File: config.mk
export PLATFORM = sky130hd
export DESIGN_NAME = sfslw_bank
export DESIGN_NICKNAME = d
export VERILOG_FILES = /design/src/verilog/sfslw_pkg.sv /design/src/verilog/sfslw_bank.sv
export SDC_FILE = /design/constraint.sdc
export NUM_CORES = 1
export LEC_CHECK = 0
export BUFFER_PORTS_ARGS = -buffer_cell sky130_fd_sc_hd__buf_2
export CAP_MARGIN = 20
export CORE_UTILIZATION = 26
export DETAILED_ROUTE_END_ITERATION = 10
export SYNTH_ARGS = -nofsm -noshare
export SYNTH_HDL_FRONTEND = slang
export SYNTH_SLANG_ARGS = --single-unit
File: constraint.sdc
create_clock -name sys_clk_in -period 8.22 [get_ports sys_clk_in]
set_input_delay 1.644 -clock sys_clk_in [delete_from_list [all_inputs] [get_ports sys_clk_in]]
set_output_delay 1.644 -clock sys_clk_in [all_outputs]
set_load 0.005 [all_outputs]
File: src/verilog/sfslw_pkg.sv
// constants for the fault-status bank and link watchdog
package sfslw_pkg;
  // ==========================================================
  // frame layout
  localparam int FRAME_BITS   = 40;
  localparam int RW_POS       = 39;
  localparam int ADDR_MSB     = 38;
  localparam int ADDR_LSB     = 32;
  localparam int DATA_MSB     = 31;
  localparam int DATA_LSB     = 8;
  localparam logic [7:0] RSP_CRC_FILL = 8'h00;
  // ==========================================================
  // register addresses
  localparam logic [6:0] ADDR_PRIMARY = 7'h01;
  localparam logic [6:0] ADDR_CH1     = 7'h02;
  localparam logic [6:0] ADDR_CH2     = 7'h03;
  localparam logic [6:0] ADDR_CFG1    = 7'h04;
  localparam logic [6:0] ADDR_MAX     = 7'h09;
  // ==========================================================
  // primary word bit positions (data bit minus 8)
  localparam int P_STRAP1   = 23;
  localparam int P_STRAP2   = 22;
  localparam int P_TOPO     = 21;
  localparam int P_DPAIR_LO = 14;
  localparam int P_DRES_LO  = 12;
  localparam int P_OTEMP    = 11;
  localparam int P_OLIDLE1  = 10;
  localparam int P_OLIDLE2  = 9;
  localparam int P_LINK     = 8;
  localparam int P_CRC      = 7;
  localparam int P_SCLKCNT  = 6;
  localparam int P_BADADDR  = 5;
  localparam int P_EXTCLK   = 4;
  localparam int P_VBAT     = 3;
  localparam int P_VCC      = 2;
  localparam int P_CH1STATE = 1;
  localparam int P_CH2STATE = 0;
  localparam logic [23:0] W1C_MASK = 24'h00_01F4;
  // channel word bit positions
  localparam int C_OCPAIR_LO = 18;
  localparam int C_OLPAIR_LO = 12;
  localparam int C_SHORT_LO  = 8;
  localparam int C_OLRUN     = 7;
  // first configuration word fields
  localparam int CFG_WDT_TH_LO = 1;
  localparam int CFG_WDT_REACT = 0;
  // ==========================================================
  // reset values and timing
  localparam logic [23:0] CFG1_RESET = 24'h00_0000;
  localparam int CLK_MHZ      = 50;
  localparam int WDT_STEP_US  = 1000;
  localparam int WDT_STEP_CYC = WDT_STEP_US * CLK_MHZ;
  localparam int WDT_W        = 20;
endpackage

File: src/verilog/sfslw_bank.sv
// fault-status register bank, frame decode and link watchdog
`timescale 1ns/1ps
//
// Contract
// time gap since last valid frame; disruption when it exceeds programmed threshold
// on disruption hold last output state or tri-state all four outputs
// fault pin low while disruption is present
// fault pin returns high by itself once valid frames resume
// disruption flag latches at primary bit 16, host clears with a one
// control-source strap low picks direct inputs, high picks serial commands
// primary bits 31 and 30 follow the two control-source straps
// primary bit 29 follows the output-topology straps, no latch
// primary bits 27..22 diagnosis pairs, bits 21..20 channel diagnosis results
// bit 19 overtemperature self-clearing; bits 18,17 idle open-load per channel
// bits 15,14,13 latch crc, clock-count and address errors; write one clears
// bit 12 latches reference clock fault until written with one
// bit 11 battery undervoltage live; bit 10 logic undervoltage latched
// bits 9,8 channel fault state live, set on detecting channel
// channel word bits 27..26 overcurrent pair, 23..20 open-load pairs
// channel bits 19..16 per-output overcurrent, bit 15 running open-load, live
// channel 2 word mirrors channel 1 layout
// latched flags clear only on written one; zero leaves them
// threshold and reaction come from first configuration word, shared
// frame: rw bit 39, address 38:32, data 31:8, crc 7:0
module sfslw_bank
  import sfslw_pkg::*;
#(
  parameter int WDT_STEP_CYCLES = WDT_STEP_CYC
) (
  input  wire logic        sys_clk_in,
  input  wire logic        srst_in,
  input  wire logic        spi_cs_n_in,
  input  wire logic        spi_sclk_in,
  input  wire logic        spi_mosi_in,
  output logic             spi_miso_out,
  output logic             spi_miso_oe_out,
  input  wire logic        crc_mismatch_in,
  input  wire logic        ch1_control_source_strap_in,
  input  wire logic        ch2_control_source_strap_in,
  input  wire logic        ch1_output_topology_strap_in,
  input  wire logic        ch2_output_topology_strap_in,
  input  wire logic [5:0]  init_fault_output_pin_pairs_in,
  input  wire logic [1:0]  init_fault_output_pin_result_in,
  input  wire logic        overtemp_in,
  input  wire logic [1:0]  open_load_idle_in,
  input  wire logic        vbat_uv_in,
  input  wire logic        vcc_uv_in,
  input  wire logic        ext_clk_fault_in,
  input  wire logic [1:0]  chan_fault_in,
  input  wire logic [10:0] ch1_status_in,
  input  wire logic [10:0] ch2_status_in,
  output logic             fault_output_pin_out,
  output logic             bridge_hold_out,
  output logic             bridge_hiz_out,
  output logic             ch1_spi_drive_out,
  output logic             ch2_spi_drive_out
);

  // ==========================================================
  // pin synchronisers
  logic [1:0] cs_sync;
  logic [1:0] sclk_sync;
  logic [1:0] mosi_sync;
  logic [1:0] strap1_sync;
  logic [1:0] strap2_sync;
  logic [1:0] topo1_sync;
  logic [1:0] topo2_sync;
  logic       cs_d;
  logic       sclk_d;

  always_ff @(posedge sys_clk_in) begin
    cs_sync     <= {cs_sync[0], spi_cs_n_in};
    sclk_sync   <= {sclk_sync[0], spi_sclk_in};
    mosi_sync   <= {mosi_sync[0], spi_mosi_in};
    strap1_sync <= {strap1_sync[0], ch1_control_source_strap_in};
    strap2_sync <= {strap2_sync[0], ch2_control_source_strap_in};
    topo1_sync  <= {topo1_sync[0], ch1_output_topology_strap_in};
    topo2_sync  <= {topo2_sync[0], ch2_output_topology_strap_in};
    cs_d        <= cs_sync[1];
    sclk_d      <= sclk_sync[1];
  end

  logic cs_low;
  logic sclk_rise;
  logic sclk_fall;
  logic frame_start;
  logic frame_end;
  assign cs_low      = ~cs_sync[1];
  assign sclk_rise   = sclk_sync[1] & ~sclk_d;
  assign sclk_fall   = ~sclk_sync[1] & sclk_d;
  assign frame_start = ~cs_sync[1] & cs_d;
  assign frame_end   = cs_sync[1] & ~cs_d;

  // ==========================================================
  // frame decode
  logic [39:0] rx_shift;
  logic [5:0]  bit_cnt;
  logic [6:0]  rx_addr;
  logic [23:0] rx_data;
  logic        cnt_bad;
  logic        addr_bad;
  logic        frame_ok;
  logic        wr_ok;

  assign rx_addr  = rx_shift[ADDR_MSB:ADDR_LSB];
  assign rx_data  = rx_shift[DATA_MSB:DATA_LSB];
  assign cnt_bad  = bit_cnt != 6'(FRAME_BITS);
  assign addr_bad = rx_addr > ADDR_MAX;
  // crc checker output is only meaningful at the close of the frame
  assign frame_ok = frame_end & ~cnt_bad & ~crc_mismatch_in & ~addr_bad;
  assign wr_ok    = frame_ok & rx_shift[RW_POS];

  // ==========================================================
  // status words
  logic [23:0] latched;
  logic [23:0] cfg1;
  logic [23:0] primary_word;
  logic [23:0] ch1_word;
  logic [23:0] ch2_word;
  logic [23:0] read_word;

  function automatic logic [23:0] chan_word(input logic [10:0] s);
    logic [23:0] w;
    w = 24'h00_0000;
    w[C_OCPAIR_LO +: 2] = s[10:9];
    w[C_OLPAIR_LO +: 4] = s[8:5];
    w[C_SHORT_LO +: 4]  = s[4:1];
    w[C_OLRUN]          = s[0];
    return w;
  endfunction

  always_comb begin
    primary_word = latched;
    primary_word[P_STRAP1]        = strap1_sync[1];
    primary_word[P_STRAP2]        = strap2_sync[1];
    primary_word[P_TOPO]          = topo1_sync[1] | topo2_sync[1];
    primary_word[P_DPAIR_LO +: 6] = init_fault_output_pin_pairs_in;
    primary_word[P_DRES_LO +: 2]  = init_fault_output_pin_result_in;
    primary_word[P_OTEMP]         = overtemp_in;
    primary_word[P_OLIDLE1]       = open_load_idle_in[0];
    primary_word[P_OLIDLE2]       = open_load_idle_in[1];
    primary_word[P_VBAT]          = vbat_uv_in;
    primary_word[P_CH1STATE]      = chan_fault_in[0];
    primary_word[P_CH2STATE]      = chan_fault_in[1];
  end

  assign ch1_word = chan_word(ch1_status_in);
  assign ch2_word = chan_word(ch2_status_in);

  always_comb begin
    case (rx_addr)
      ADDR_PRIMARY: read_word = primary_word;
      ADDR_CH1:     read_word = ch1_word;
      ADDR_CH2:     read_word = ch2_word;
      ADDR_CFG1:    read_word = cfg1;
      default:      read_word = 24'h00_0000;
    endcase
  end

  // ==========================================================
  // serial shifter; answer to frame n goes out during frame n+1
  logic [39:0] tx_shift;
  logic [39:0] next_rx_shift;
  logic [5:0]  next_bit_cnt;
  logic [39:0] next_tx_shift;
  logic        next_miso;

  always_comb begin
    next_rx_shift = rx_shift;
    next_bit_cnt  = bit_cnt;
    next_tx_shift = tx_shift;
    next_miso     = spi_miso_out;
    if (frame_start) begin
      next_bit_cnt = 6'h00;
      next_miso    = tx_shift[39];
    end
    if (cs_low && sclk_rise) begin
      next_rx_shift = {rx_shift[38:0], mosi_sync[1]};
      // saturates so an overlong frame is still seen as a count error
      if (bit_cnt != 6'h3F) begin
        next_bit_cnt = bit_cnt + 6'h01;
      end
    end
    if (cs_low && sclk_fall) begin
      next_tx_shift = {tx_shift[38:0], 1'b0};
      next_miso     = tx_shift[38];
    end
    if (frame_end) begin
      next_tx_shift = {rx_shift[39:32], read_word, RSP_CRC_FILL};
    end
  end

  always_ff @(posedge sys_clk_in) begin
    if (srst_in) begin
      rx_shift        <= 40'h00_0000_0000;
      bit_cnt         <= 6'h00;
      tx_shift        <= 40'h00_0000_0000;
      spi_miso_out    <= 1'b0;
      spi_miso_oe_out <= 1'b0;
    end else begin
      rx_shift        <= next_rx_shift;
      bit_cnt         <= next_bit_cnt;
      tx_shift        <= next_tx_shift;
      spi_miso_out    <= next_miso;
      spi_miso_oe_out <= cs_low;
    end
  end

  // ==========================================================
  // latched flags and configuration
  logic        disrupt;
  logic [23:0] set_vec;
  logic [23:0] clr_vec;
  logic [23:0] next_latched;
  logic [23:0] next_cfg1;

  always_comb begin
    set_vec            = 24'h00_0000;
    set_vec[P_LINK]    = disrupt;
    set_vec[P_CRC]     = frame_end & crc_mismatch_in;
    set_vec[P_SCLKCNT] = frame_end & cnt_bad;
    set_vec[P_BADADDR] = frame_end & ~cnt_bad & addr_bad;
    set_vec[P_EXTCLK]  = ext_clk_fault_in;
    set_vec[P_VCC]     = vcc_uv_in;
    clr_vec = 24'h00_0000;
    if (wr_ok && rx_addr == ADDR_PRIMARY) begin
      clr_vec = rx_data & W1C_MASK;
    end
    // a new event in the clearing cycle survives the clear
    next_latched = ((latched & ~clr_vec) | set_vec) & W1C_MASK;
    next_cfg1 = cfg1;
    if (wr_ok && rx_addr == ADDR_CFG1) begin
      next_cfg1 = rx_data;
    end
  end

  always_ff @(posedge sys_clk_in) begin
    if (srst_in) begin
      latched <= 24'h00_0000;
      cfg1    <= CFG1_RESET;
    end else begin
      latched <= next_latched;
      cfg1    <= next_cfg1;
    end
  end

  // ==========================================================
  // link watchdog and output reaction
  logic [WDT_W-1:0] wdt_cnt;
  logic [WDT_W-1:0] wdt_limit;
  logic [WDT_W-1:0] next_wdt_cnt;
  logic             next_disrupt;
  logic             react_hiz;

  assign react_hiz = cfg1[CFG_WDT_REACT];
  assign wdt_limit = WDT_W'(WDT_STEP_CYCLES * (32'(cfg1[CFG_WDT_TH_LO +: 2]) + 1));

  always_comb begin
    next_wdt_cnt = wdt_cnt;
    next_disrupt = disrupt;
    if (frame_ok) begin
      next_wdt_cnt = '0;
      next_disrupt = 1'b0;
    end else if (wdt_cnt >= wdt_limit) begin
      next_disrupt = 1'b1;
    end else begin
      next_wdt_cnt = wdt_cnt + 1'b1;
    end
  end

  always_ff @(posedge sys_clk_in) begin
    if (srst_in) begin
      wdt_cnt              <= '0;
      disrupt              <= 1'b0;
      fault_output_pin_out <= 1'b1;
      bridge_hold_out      <= 1'b0;
      bridge_hiz_out       <= 1'b0;
      ch1_spi_drive_out    <= 1'b0;
      ch2_spi_drive_out    <= 1'b0;
    end else begin
      wdt_cnt              <= next_wdt_cnt;
      disrupt              <= next_disrupt;
      fault_output_pin_out <= ~next_disrupt;
      bridge_hold_out      <= next_disrupt & ~react_hiz;
      bridge_hiz_out       <= next_disrupt & react_hiz;
      ch1_spi_drive_out    <= strap1_sync[1];
      ch2_spi_drive_out    <= strap2_sync[1];
    end
  end
endmodule

Yosys cells after proc, flatten, opt, wreduce, memory -nomap -nowiden

Index checks and enable logic that the tools add are counted.

Register bits: 152
Output and inout bits: 7
Input bits: 48

Reduce and logical (&&, ||, !) cells: 7
Magnitude comparators: 2
Equality and inequality tests: 6
Bitwise logic cells: 26
Add/subtract/negate cells: 3
$mul: 1
Mux-type cells: 11

Operators by type and width:

| operator                                                      | count |
|---|---|
| one-hot mux 24 bit (4 select lines)                           | 1 |
| 2-to-1 mux 40 bit                                             | 2 |
| adder 20 x 1 -> 20 bit, second input constant                 | 1 |
| >= comparator 20 x 19 -> 1 bit                                | 1 |
| 2-to-1 mux 6 bit                                              | 3 |
| multiplier 12 x 3 -> 15 bit, first input constant             | 1 |
| equality test 7 x 2 -> 1 bit, second input constant           | 2 |
| bitwise AND 1 bit                                             | 13 |
| != test 6 bit, second input constant                          | 2 |
| bitwise AND 9 bit                                             | 1 |
| 2-to-1 mux 9 bit                                              | 1 |
| NOT 1 bit                                                     | 9 |
| NOT 9 bit                                                     | 1 |
| bitwise OR 9 bit                                              | 1 |
| equality test 7 x 1 -> 1 bit, second input constant           | 1 |
| equality test 7 x 3 -> 1 bit, second input constant           | 1 |
| greater-than comparator 7 x 4 -> 1 bit, second input constant | 1 |
| adder 6 x 1 -> 6 bit, second input constant                   | 1 |
| logical AND 1 bit                                             | 4 |
| 2-to-1 mux 1 bit                                              | 4 |
| nonzero test 2 bit                                            | 2 |
| adder 2 x 1 -> 3 bit, second input constant                   | 1 |
| OR reduction 2 bit                                            | 1 |
| bitwise OR 1 bit                                              | 1 |

Longest topological paths before layout

Gate-level depths: netlist of run 1.

Depth after elaboration: 11
Gate-level depth with buffers: 12

Least setup slack after synthesis of run 1

OpenSTA, ideal clock, no wires.

Path type: flip-flop to flip-flop
Start: reg cfg1[1]
End: reg wdt_cnt[6]
Slack: 5.339 ns
Arrival: 2.760 ns
Data required time: 8.099 ns
Cell stages (with the launch flop): 12
Cells stage by stage: dfxtp_1 > inv_1 > ha_1 > a211o_1 > nand2_1 > ha_1 > a21oi_1 > o21ai_0 > a211o_1 > clkbuf_1 > nor4_1 > mux2_2

Word-level cells in the longest chain between the ends: 3

Ends and longest elaborated chain:

| element                        | line              | source |
|---|---|---|
| from (decl)                    | sfslw_bank.sv:116 | `logic [23:0] cfg1;` |
| from (signal assigned)         | sfslw_bank.sv:243 | `cfg1 <= next_cfg1;` |
| adder 2 x 1 -> 3 bit           | sfslw_bank.sv:256 | `assign wdt_limit = WDT_W'(WDT_STEP_CYCLES * (32'(cfg1[CFG_WDT_TH_LO +: 2]) + 1));` |
| multiplier 12 x 3 -> 15 bit    | sfslw_bank.sv:256 |  |
| >= comparator 20 x 19 -> 1 bit | sfslw_bank.sv:264 | `end else if (wdt_cnt >= wdt_limit) begin` |
| to (signal assigned)           | sfslw_bank.sv:281 | `wdt_cnt <= next_wdt_cnt;` |
| to (decl)                      | sfslw_bank.sv:249 | `logic [WDT_W-1:0] wdt_cnt;` |

No other way between the ends.
A chain may end at the register's enable or synchronous reset.

Worst setup path after layout of run 1

Same ends and word-level chain as after synthesis.

==> results.ini, run 1 <==
[global_routing]
use_met2_pct = 20.5
grt_pass1_wl_mm = 26.7
grt_busiest_layer = met2
grt_pass1_vias = 5175
antenna_found_initial = 0
grt.total_usage_pct = 12.7
met3_usage_pct = 2.48
grtUsageMet1_pct = 17.0
grt_max_degree = 91
grt_overflow = 0

[timing]
maxSlewHeadroom_pct = 29.5
timing.final.crit_share_pct = 43.5
max_freq_mhz = 280
fin_setup_tns_ps = 0
tightest_slew_ps = 1050
whs_ps = 327
fin_worst_skew_ps = 15.7
final.setup.worst_slack_ps = 4640
finalSetupViolations = 0
hold_viol = 0
slew_violations = 0
grt_setup_unrepaired = false
period_needed_ps = 3580

[synthesis]
ys_warn_count = 0
seq_area_frac_synth_pct = 45.5
synth_cells = 775
ys.flop_type = dfxtp_1
synth-seq-cells = 152
synth.net_count = 843
async_reset_ff_share_pct = 0
ys_types = 54
synth_area_um2 = 6680
synth-edff-count = 0
syn_avg_cell_area_um2 = 8.62

[power]
worst_ir_drop_vdd_mv = 0.139
power_leakage_nw = 3.05
p_sw_uw = 402
intPower_mw = 1.21
seqPwrFrac_pct = 47.4
p_sw_share_pct = 24.9
total_power_mw = 1.62
p_clk_share_pct = 48.0
cellPowerDensity_nw_per_um2 = 206
pwr-share-comb_pct = 4.6

[final_layout]
multiInputGateArea_um2 = 3340
syn_to_final_growth_pct = 17.2
fin_area_um2 = 7830
drive_gt1_share_pct = 14.7
regArea_um2 = 3040
fillers = 2629
n_antenna_cell = 0
fin_nets = 871

[clocking]
cts.reportedPaths.clkPinSlew_ps = 60
ctsHtreeMaxLevel = 4
cts.sinks = 152
cts_setup_buffers = 0
ctsHoldBuffers = 0
cts_root_buf = clkbuf_16
ctsResizeCount = 0
numCtsBuffers = 17
cts_tree = built
worstSkewPairLatency_ps = 430
cts_max_path_buffers = 2

[placed_design]
place_area_um2 = 7210
io_buffers = 54
gp_congestion = 0.766
dpl.hpwl_mm = 10.3
place_ws_ps = 4700

[critical_path]
worstSetupPathType = flip-flop to flip-flop
end_kind = flip-flop
start_kind = flip-flop
cp.required_ps = 8530
cp_max_fo = 29
worstPathArrival_ps = 3880

[routing]
remaining_drc_errors = 0
ant_nets = 0
drt-initial-drc-count = 310
drt_pass1_iterations = 4
wirelength_mm = 16.2
vias = 5587
post_drt_wl_per_cell_um = 14.1
viasPerCell = 4.88

[floorplan]
die_w_um = 162
coreArea_um2 = 25200
start_util_pct = 26.5
die_h_um = 162
die_area_um2 = 26300
pin_count = 55
rows = 58

[min_path]
hp-class = flip-flop to flip-flop

[job]
cap_violations = 0

[run_status]
outcome = finished, final reports clean

## cell usage in the layout (no fill, tap or decap), types with 3 or more instances in the layout
cell type,n
o21a_1,4
nor3_1,19
or4_1,9
nand2b_1,4
nor4_1,19
inv_1,19
a221oi_1,11
inv_8,5
o211ai_1,3
a311oi_1,11
a22o_1,22
a211oi_1,12
o31ai_1,10
and4_1,3
mux2_2,12
o21ai_0,23
nor2_1,74
buf_2,53
ha_1,20
a21oi_1,69
mux2i_1,27
clkbuf_16,17
nand4_1,10
nand2_1,124
dfxtp_1,152
and2_1,4
nand3_1,13
nor2b_1,8
xnor2_1,4
buf_4,10
## stage by stage
step	cells	utilization [%]
CTS	1144	31.0
finish	1146	31.1
floorplan	775	-
global placement	1112	28.6
detailed placement	1112	28.6
global route	1146	31.1
## cell usage after synthesis, types with 2 or more instances
cell / instances / area (um2)
ha_1: 20 / 250
clkbuf_1: 44 / 165
buf_6: 2 / 22.5
nor3b_1: 3 / 22.5
buf_2: 8 / 40.0
nand4b_1: 2 / 17.5
mux2_2: 12 / 135
nor2_1: 74 / 278
a31o_2: 2 / 17.5
a22o_1: 22 / 193
a21oi_1: 69 / 345
a211oi_1: 12 / 90.1
and4_1: 3 / 26.3
nor4_1: 19 / 119
nand3_1: 13 / 65.1
a221oi_1: 11 / 96.3
o21ai_0: 23 / 115
inv_1: 19 / 71.3
o31ai_1: 10 / 75.1
xnor2_1: 4 / 35.0
or4_1: 9 / 67.6
and3_1: 2 / 12.5
nor3_1: 19 / 95.1
a22oi_1: 2 / 15.0
nand4_1: 10 / 62.6
and2_1: 4 / 25.0
a311oi_1: 11 / 96.3
o21a_1: 4 / 30.0
o211ai_1: 3 / 22.5
buf_1: 2 / 7.51
or3b_2: 2 / 17.5
dfxtp_1: 152 / 3040
mux2i_1: 27 / 270
nor2b_1: 8 / 50.1
a211o_1: 2 / 17.5
o31a_1: 2 / 17.5
nand2b_1: 4 / 25.0
nand2_1: 124 / 465
## critical path, cell delays in order (launching register included)
cell and delay [ps]:
dfxtp_1 510, inv_1 180, ha_1 400, xnor2_1 150, ha_1 320, nand2_1 60
nor4_1 470, o311a_1 890, nor4_1 170, mux2_2 310
## worst paths after layout
kind              slack [ps]  cells past startpoint          from           end
setup reg to reg        4640                      9       cfg1[1]    wdt_cnt[6]
hold / removal           330                      0  sclk_sync[0]  sclk_sync[1]
setup / recovery        4640                      9       cfg1[1]    wdt_cnt[6]
hold reg to reg          330                      0  sclk_sync[0]  sclk_sync[1]
## sequential cells by signal, indices dropped and copies added, names as in the netlist, 2 cells and up
signal / count
rx_shift: 40
mosi_sync: 2
bit_cnt: 6
tx_shift: 32
topo2_sync: 2
strap1_sync: 2
latched: 6
cs_sync: 2
strap2_sync: 2
cfg1: 24
topo1_sync: 2
sclk_sync: 2
wdt_cnt: 20
## power by group through the flow
stage | logic [mW] | clock network (mW) | registers (mW)
finish | 0.0748 | 0.776 | 0.766
global route | 0.0847 | 0.824 | 0.768
CTS | 0.0745 | 0.791 | 0.766
detailed placement | 0.0739 | 0 | 0.782
global placement | 0.0732 | 0 | 0.782
floorplan | 0.0496 | 0 | 0.778
## cells by family after synthesis
kind of cell             synth area share [%]
AO/OA/AOI/OAI                            18.0
XOR/XNOR                                0.524
adder cells (fa/ha/maj)                  3.75
buffers and inverters                    4.59
flip-flops                               45.5
multiplexers                             6.07
AND/OR/NAND/NOR                          21.6
## metal layers
layer | vias to the layer above | wire length, um
met3 | 10 | 630
met5 | - | 0
met2 | 122 | 7550
li1 | 2825 | -
met4 | 0 | 152
met1 | 2630 | 7840
## layout make-up
class | instances | area share, %
Inverter | 19 | 0.911
Timing Repair Buffer | 65 | 4.76
Clock buffer | 17 | 5.43
Multi-Input combinational cell | 548 | 42.7
Clock inverter | 15 | 2.08
Sequential cell | 152 | 38.9
Tap cell | 330 | 5.27
(Power assumes the default switching activity.)
==> run 2, diff against run 1 <==
==> constraint.sdc (replaced) <==
create_clock -name sys_clk_in -period 3 [get_ports sys_clk_in]
set_input_delay 0.6 -clock sys_clk_in [delete_from_list [all_inputs] [get_ports sys_clk_in]]
set_output_delay 0.6 -clock sys_clk_in [all_outputs]
set_load 0.005 [all_outputs]
==> results.ini, run 2 (synthesis gave the netlist of run 1 again) <==
[floorplan]
pin_count = 55  ; unchanged
die_h_um = 162  ; unchanged
die_area_um2 = 26300  ; unchanged
die_w_um = 162  ; unchanged
coreArea_um2 = 25200  ; unchanged
start_util_pct = 26.5  ; unchanged
rows = 58  ; unchanged

[clocking]
cts_max_path_buffers = 2  ; unchanged
ctsHoldBuffers = 0  ; unchanged
cts.reportedPaths.clkPinSlew_ps = 60  ; about the same
cts_root_buf = clkbuf_16  ; unchanged
cts_tree = built  ; unchanged
cts.sinks = 152  ; unchanged
worstSkewPairLatency_ps = 420  ; was 430 ps
numCtsBuffers = 17  ; unchanged
ctsHtreeMaxLevel = 4  ; unchanged

[timing]
period_needed_ps = 2810  ; was 3580 ps
slew_violations = 0  ; unchanged
finalSetupViolations = 0  ; unchanged
fin_setup_tns_ps = 0  ; unchanged
fin_worst_skew_ps = 11.0  ; was 15.7 ps
tightest_slew_ps = 729  ; was 1050 ps
maxSlewHeadroom_pct = 51.1  ; was 29.5%
hold_viol = 0  ; unchanged
max_freq_mhz = 355  ; was 280 MHz
grt_setup_unrepaired = false  ; unchanged
timing.final.crit_share_pct = 93.8  ; was 43.5%
whs_ps = 268  ; was 327 ps

[global_routing]
met3_usage_pct = 3.04  ; was 2.48%
grt_pass1_wl_mm = 26.9  ; was 26.7 mm
grt_max_degree = 84  ; was 91
use_met2_pct = 20.2  ; was 20.5%
grt_pass1_vias = 5255  ; was 5175
grtUsageMet1_pct = 17.2  ; was 17.0%
grt_overflow = 0  ; unchanged
grt_busiest_layer = met2  ; unchanged
grt.total_usage_pct = 12.9  ; was 12.7%
antenna_found_initial = 0  ; unchanged

[final_layout]
fin_nets = 884  ; was 871
largest_reg_flops = 40  ; unchanged
multiInputGateArea_um2 = 3350  ; was 3340 um2
top_regs = rx_shift (40), tx_shift (32), cfg1 (24)  ; unchanged
drive_gt1_share_pct = 16.0  ; was 14.7%
fillers = 2635  ; was 2629
n_antenna_cell = 0  ; unchanged
instances_no_fill = 1159  ; was 1146
final_common_cell = dfxtp_1  ; unchanged
syn_to_final_growth_pct = 19.4  ; was 17.2%
regMostFlops = rx_shift  ; unchanged
regArea_um2 = 3040  ; unchanged
final_cell_mix = 152 x dfxtp_1, 124 x nand2_1, 74 x nor2_1, 69 x a21oi_1, 53 x buf_2  ; unchanged

[routing]
ant_nets = 0  ; unchanged
post_drt_wl_per_cell_um = 14.0  ; was 14.1 um
remaining_drc_errors = 0  ; unchanged
drt_pass1_iterations = 5  ; was 4
viasPerCell = 4.85  ; was 4.88
wirelength_mm = 16.3  ; was 16.2 mm
drt-initial-drc-count = 324  ; was 310
vias = 5621  ; was 5587

[critical_path]
worstSetupPathType = flip-flop to flip-flop  ; unchanged
regToRegSetupSlack_ps = 190  ; was 4640 ps
start_kind = flip-flop  ; unchanged
r2r_end = wdt_cnt[6]  ; unchanged
worstPathArrival_ps = 3130  ; was 3880 ps
cp.required_ps = 3320  ; was 8530 ps
cp_max_fo = 29  ; unchanged
rr_worst_depth = 11  ; was 9
end_kind = flip-flop  ; unchanged
r2r-start = cfg1[1]  ; unchanged

[power]
total_power_mw = 4.47  ; was 1.62 mW
worst_ir_drop_vdd_mv = 0.426  ; was 0.139 mV
power_leakage_nw = 3.12  ; was 3.05 nW
cellPowerDensity_nw_per_um2 = 560  ; was 206 nW/um2

[min_path]
hold_end = strap2_sync[0]  ; was sclk_sync[1]
hold_depth = 1  ; was 0
hold_start = ch2_control_source_strap_in  ; was sclk_sync[0]
hp-class = input port to flip-flop  ; was flip-flop to flip-flop

[placed_design]
placed_cells = 1126  ; was 1112
io_buffers = 54  ; unchanged
dpl.hpwl_mm = 10.6  ; was 10.3 mm
gp_congestion = 0.829  ; was 0.766

[job]
cap_violations = 0  ; unchanged

[run_status]
outcome = finished, final reports clean  ; unchanged

-- run 2: how the worst max path moves through the flow --
stage                  from          to  slack, ps  cells past startpoint
finish              cfg1[1]  wdt_cnt[6]        190                     11
global placement    cfg1[1]  wdt_cnt[6]        150                     11
CTS                 cfg1[1]  wdt_cnt[6]        100                     11
global route        cfg1[1]  wdt_cnt[6]          3                     11
detailed placement  cfg1[1]  wdt_cnt[6]        120                     11
floorplan           cfg1[1]  wdt_cnt[6]        120                     11
-- run 2: per-stage QoR --
step / util, % / cell area [um2] / setup slack, ps
floorplan: - / 6680 / 119
global placement: 29.2 / 7360 / 153
detailed placement: 29.2 / 7360 / 121
CTS: 31.6 / 7960 / 102
global route: 31.7 / 7980 / 3.49
finish: 31.7 / 7980 / 185
-- run 2: timing repair --
item,4_1_cts,5_1_grt
endpoints found under the setup margin,0,5
endpoints found under the hold margin,0,0
gates resized for setup,0,2
buffers inserted,0,0
-- run 2: metal layers --
metal  up-vias  part of all wire, %
met2       104                   46
li1       2848                    -
met4         0                  1.6
met3        14                  4.2
met5         -                    0
met1      2655                   49
-- run 2: worst max-delay path, stage by stage (launching register included) --
cell,delay [ps]
dfxtp_1,310
inv_1,140
ha_2,340
a211o_1,250
nand2_1,60
ha_1,230
a21oi_1,140
o21ai_0,110
a211o_1,340
buf_12,170
nor4_2,270
mux2_2,360
-- run 2: final cells by class --
class	instances	area share, %
Clock buffer	21	5.77
Clock inverter	11	1.73
Inverter	19	0.894
Multi-Input combinational cell	548	42.0
Sequential cell	152	38.1
Tap cell	330	5.18
Timing Repair Buffer	78	6.27
-- run 2: report_power, final --
part           switching (mW)  internal [mW]
clock network           0.878           1.29
registers              0.0296           2.07
logic                   0.126         0.0818
total                    1.03           3.44
==> run 3, diff against run 2 <==
--- a/config.mk
+++ b/config.mk
@@ -7,7 +7,7 @@
 export LEC_CHECK = 0
 export BUFFER_PORTS_ARGS = -buffer_cell sky130_fd_sc_hd__buf_2
 export CAP_MARGIN = 20
-export CORE_UTILIZATION = 26
+export CORE_UTILIZATION = 30
 export DETAILED_ROUTE_END_ITERATION = 10
 export SYNTH_ARGS = -nofsm -noshare
 export SYNTH_HDL_FRONTEND = slang
==> results.ini, run 3 (synthesis gave the netlist of run 1 again) <==
[run_status]
outcome = finished, final reports clean  ; unchanged

[timing]
hold_viol = 0  ; unchanged
max_freq_mhz = 359  ; was 355 MHz
finalSetupViolations = 0  ; unchanged
timing.final.crit_share_pct = 93.0  ; was 93.8%
fin_setup_tns_ps = 0  ; unchanged
maxSlewHeadroom_pct = 30.5  ; was 51.1%
fin_worst_skew_ps = 18.0  ; was 11.0 ps
final.setup.worst_slack_ps = 211  ; was 185 ps
tightest_slew_ps = 1030  ; was 729 ps
whs_ps = 273  ; was 268 ps
slew_violations = 0  ; unchanged
grt_setup_unrepaired = false  ; unchanged
period_needed_ps = 2790  ; was 2810 ps

[final_layout]
syn_to_final_growth_pct = 18.0  ; was 19.4%
top_regs = rx_shift (40), tx_shift (32), cfg1 (24)  ; unchanged
final_cell_mix = 152 x dfxtp_1, 124 x nand2_1, 74 x nor2_1, 69 x a21oi_1, 53 x buf_2  ; unchanged
drive_gt1_share_pct = 16.3  ; was 16.0%
instances_no_fill = 1109  ; was 1159
largest_reg_flops = 40  ; unchanged
final_common_cell = dfxtp_1  ; unchanged
fin_nets = 884  ; unchanged
regMostFlops = rx_shift  ; unchanged
n_antenna_cell = 0  ; unchanged

[clocking]
cts_max_path_buffers = 2  ; unchanged
ctsHoldBuffers = 0  ; unchanged
worstSkewPairLatency_ps = 420  ; about the same
numCtsBuffers = 17  ; unchanged
cts.reportedPaths.clkPinSlew_ps = 70  ; was 60 ps
cts_tree = built  ; unchanged
cts.sinks = 152  ; unchanged
cts_root_buf = clkbuf_16  ; unchanged
ctsHtreeMaxLevel = 4  ; unchanged

[routing]
remaining_drc_errors = 0  ; unchanged
viasPerCell = 5.03  ; was 4.85
drt-initial-drc-count = 244  ; was 324
vias = 5579  ; was 5621
drt_pass1_iterations = 5  ; unchanged
post_drt_wl_per_cell_um = 14.3  ; was 14.0 um
ant_nets = 0  ; unchanged
wirelength_mm = 15.8  ; was 16.3 mm

[floorplan]
die_area_um2 = 22900  ; was 26300 um2
die_h_um = 151  ; was 162 um
start_util_pct = 30.6  ; was 26.5%
rows = 54  ; was 58
die_w_um = 151  ; was 162 um
coreArea_um2 = 21800  ; was 25200 um2
pin_count = 55  ; unchanged

[min_path]
hp-class = input port to flip-flop  ; unchanged
hold_depth = 1  ; unchanged

[placed_design]
dpl.hpwl_mm = 10.3  ; was 10.6 mm
placed_cells = 1077  ; was 1126
place_ws_ps = 181  ; was 121 ps
gp_congestion = 0.797  ; was 0.829
io_buffers = 54  ; unchanged

[critical_path]
end_kind = flip-flop  ; unchanged
crit_end = wdt_cnt[11]  ; was wdt_cnt[6]
regToRegSetupSlack_ps = 210  ; was 190 ps
path_cells = ha_2 > a211o_1 > nand2_1 > ha_1 > a21oi_1 > o21ai_0 > a211o_1 > buf_4 > or4_1 > a21oi_1  ; was inv_1 > ha_2 > a211o_1 > nand2_1 > ha_1 > a21oi_1 > o21ai_0 > a211o_1 > buf_12 > nor4_2 > mux2_2
r2r_end = wdt_cnt[11]  ; was wdt_cnt[6]
cp.required_ps = 3350  ; was 3320 ps
r2r-start = cfg1[2]  ; was cfg1[1]
slowest_delay_ps = 470  ; was 360 ps
start_kind = flip-flop  ; unchanged
cp_max_fo = 16  ; was 29
cp-startpoint = cfg1[2]  ; was cfg1[1]
worstPathArrival_ps = 3140  ; was 3130 ps
cp_slowest_cell = or4_1  ; was mux2_2
worstSetupPathType = flip-flop to flip-flop  ; unchanged
rr_worst_depth = 10  ; was 11

[power]
worst_ir_drop_vdd_mv = 0.355  ; was 0.426 mV
cellPowerDensity_nw_per_um2 = 576  ; was 560 nW/um2
power_leakage_nw = 3.12  ; about the same

[global_routing]
antenna_found_initial = 0  ; unchanged
grt_overflow = 0  ; unchanged
grt_max_degree = 54  ; was 84
grt.total_usage_pct = 14.5  ; was 12.9%
grt_pass1_wl_mm = 26.0  ; was 26.9 mm
grt_pass1_vias = 5213  ; was 5255

[job]
cap_violations = 0  ; unchanged

==> run 3: final cells by class <==
type	count	area [um2]
Sequential cell	152	3040
Clock buffer	18	429
Inverter	19	71.3
Fill cell	2229	13900
Clock inverter	14	185
Multi-Input combinational cell	548	3350
Tap cell	280	350
Timing Repair Buffer	78	453
==> run 3: worst max-delay path, delay by kind of cell (launching register included) <==
family / cells / cell delay (ps)
buffers and inverters: 1 / 200
and+or+nand+nor: 2 / 530
AOI/OAI and AO/OA: 5 / 980
DFF: 1 / 430
adders and majority gates: 2 / 580
==> run 3: how the worst min path moves through the flow <==
stage | start | endpoint | slack (ps)
after floorplan | cs_sync[0] | cs_sync[1] | 310
after global placement | strap1_sync[0] | strap1_sync[1] | 310
after detailed placement | cs_sync[0] | cs_sync[1] | 310
after CTS | ch1_control_source_strap_in | strap1_sync[0] | 260
after global routing | ch1_output_topology_strap_in | topo1_sync[0] | 250
final | ch1_control_source_strap_in | strap1_sync[0] | 270
==> run 3: through the flow <==
stage / power [mW] / utilization, % / instance area (um2)
final: 4.54 / 36.1 / 7880
after global routing: 4.71 / 36.1 / 7880
after CTS: 4.59 / 36.1 / 7870
after detailed placement: 2.35 / 33.3 / 7260
after global placement: 2.34 / 33.3 / 7260
after floorplan: 2.27 / - / 6680
==> run 3: timing repair <==
item,4_1_cts,5_1_grt
gates resized for setup,0,3
buffers inserted,0,0
setup endpoints to repair,0,17
==> run 3: where the power goes <==
group / internal (mW) / leakage [nW] / switching (mW)
logic: 0.0797 / 1.58 / 0.123
registers: 2.07 / 1.24 / 0.0297
clock network: 1.34 / 0.301 / 0.906
total: 3.48 / 3.12 / 1.06
==> run 3: per-layer routing <==
| layer | part of all wire, % | wire length [um] | vias up | track usage [%] |
|---|---|---|---|---|
| met4 | 1.3 | 204 | 0 | 4.20 |
| met3 | 4.2 | 658 | 11 | 3.52 |
| met1 | 48 | 7550 | 2616 | 18.3 |
| met5 | 0 | 0 | - | 0 |
| met2 | 47 | 7410 | 94 | 24.3 |
| li1 | - | - | 2858 | - |
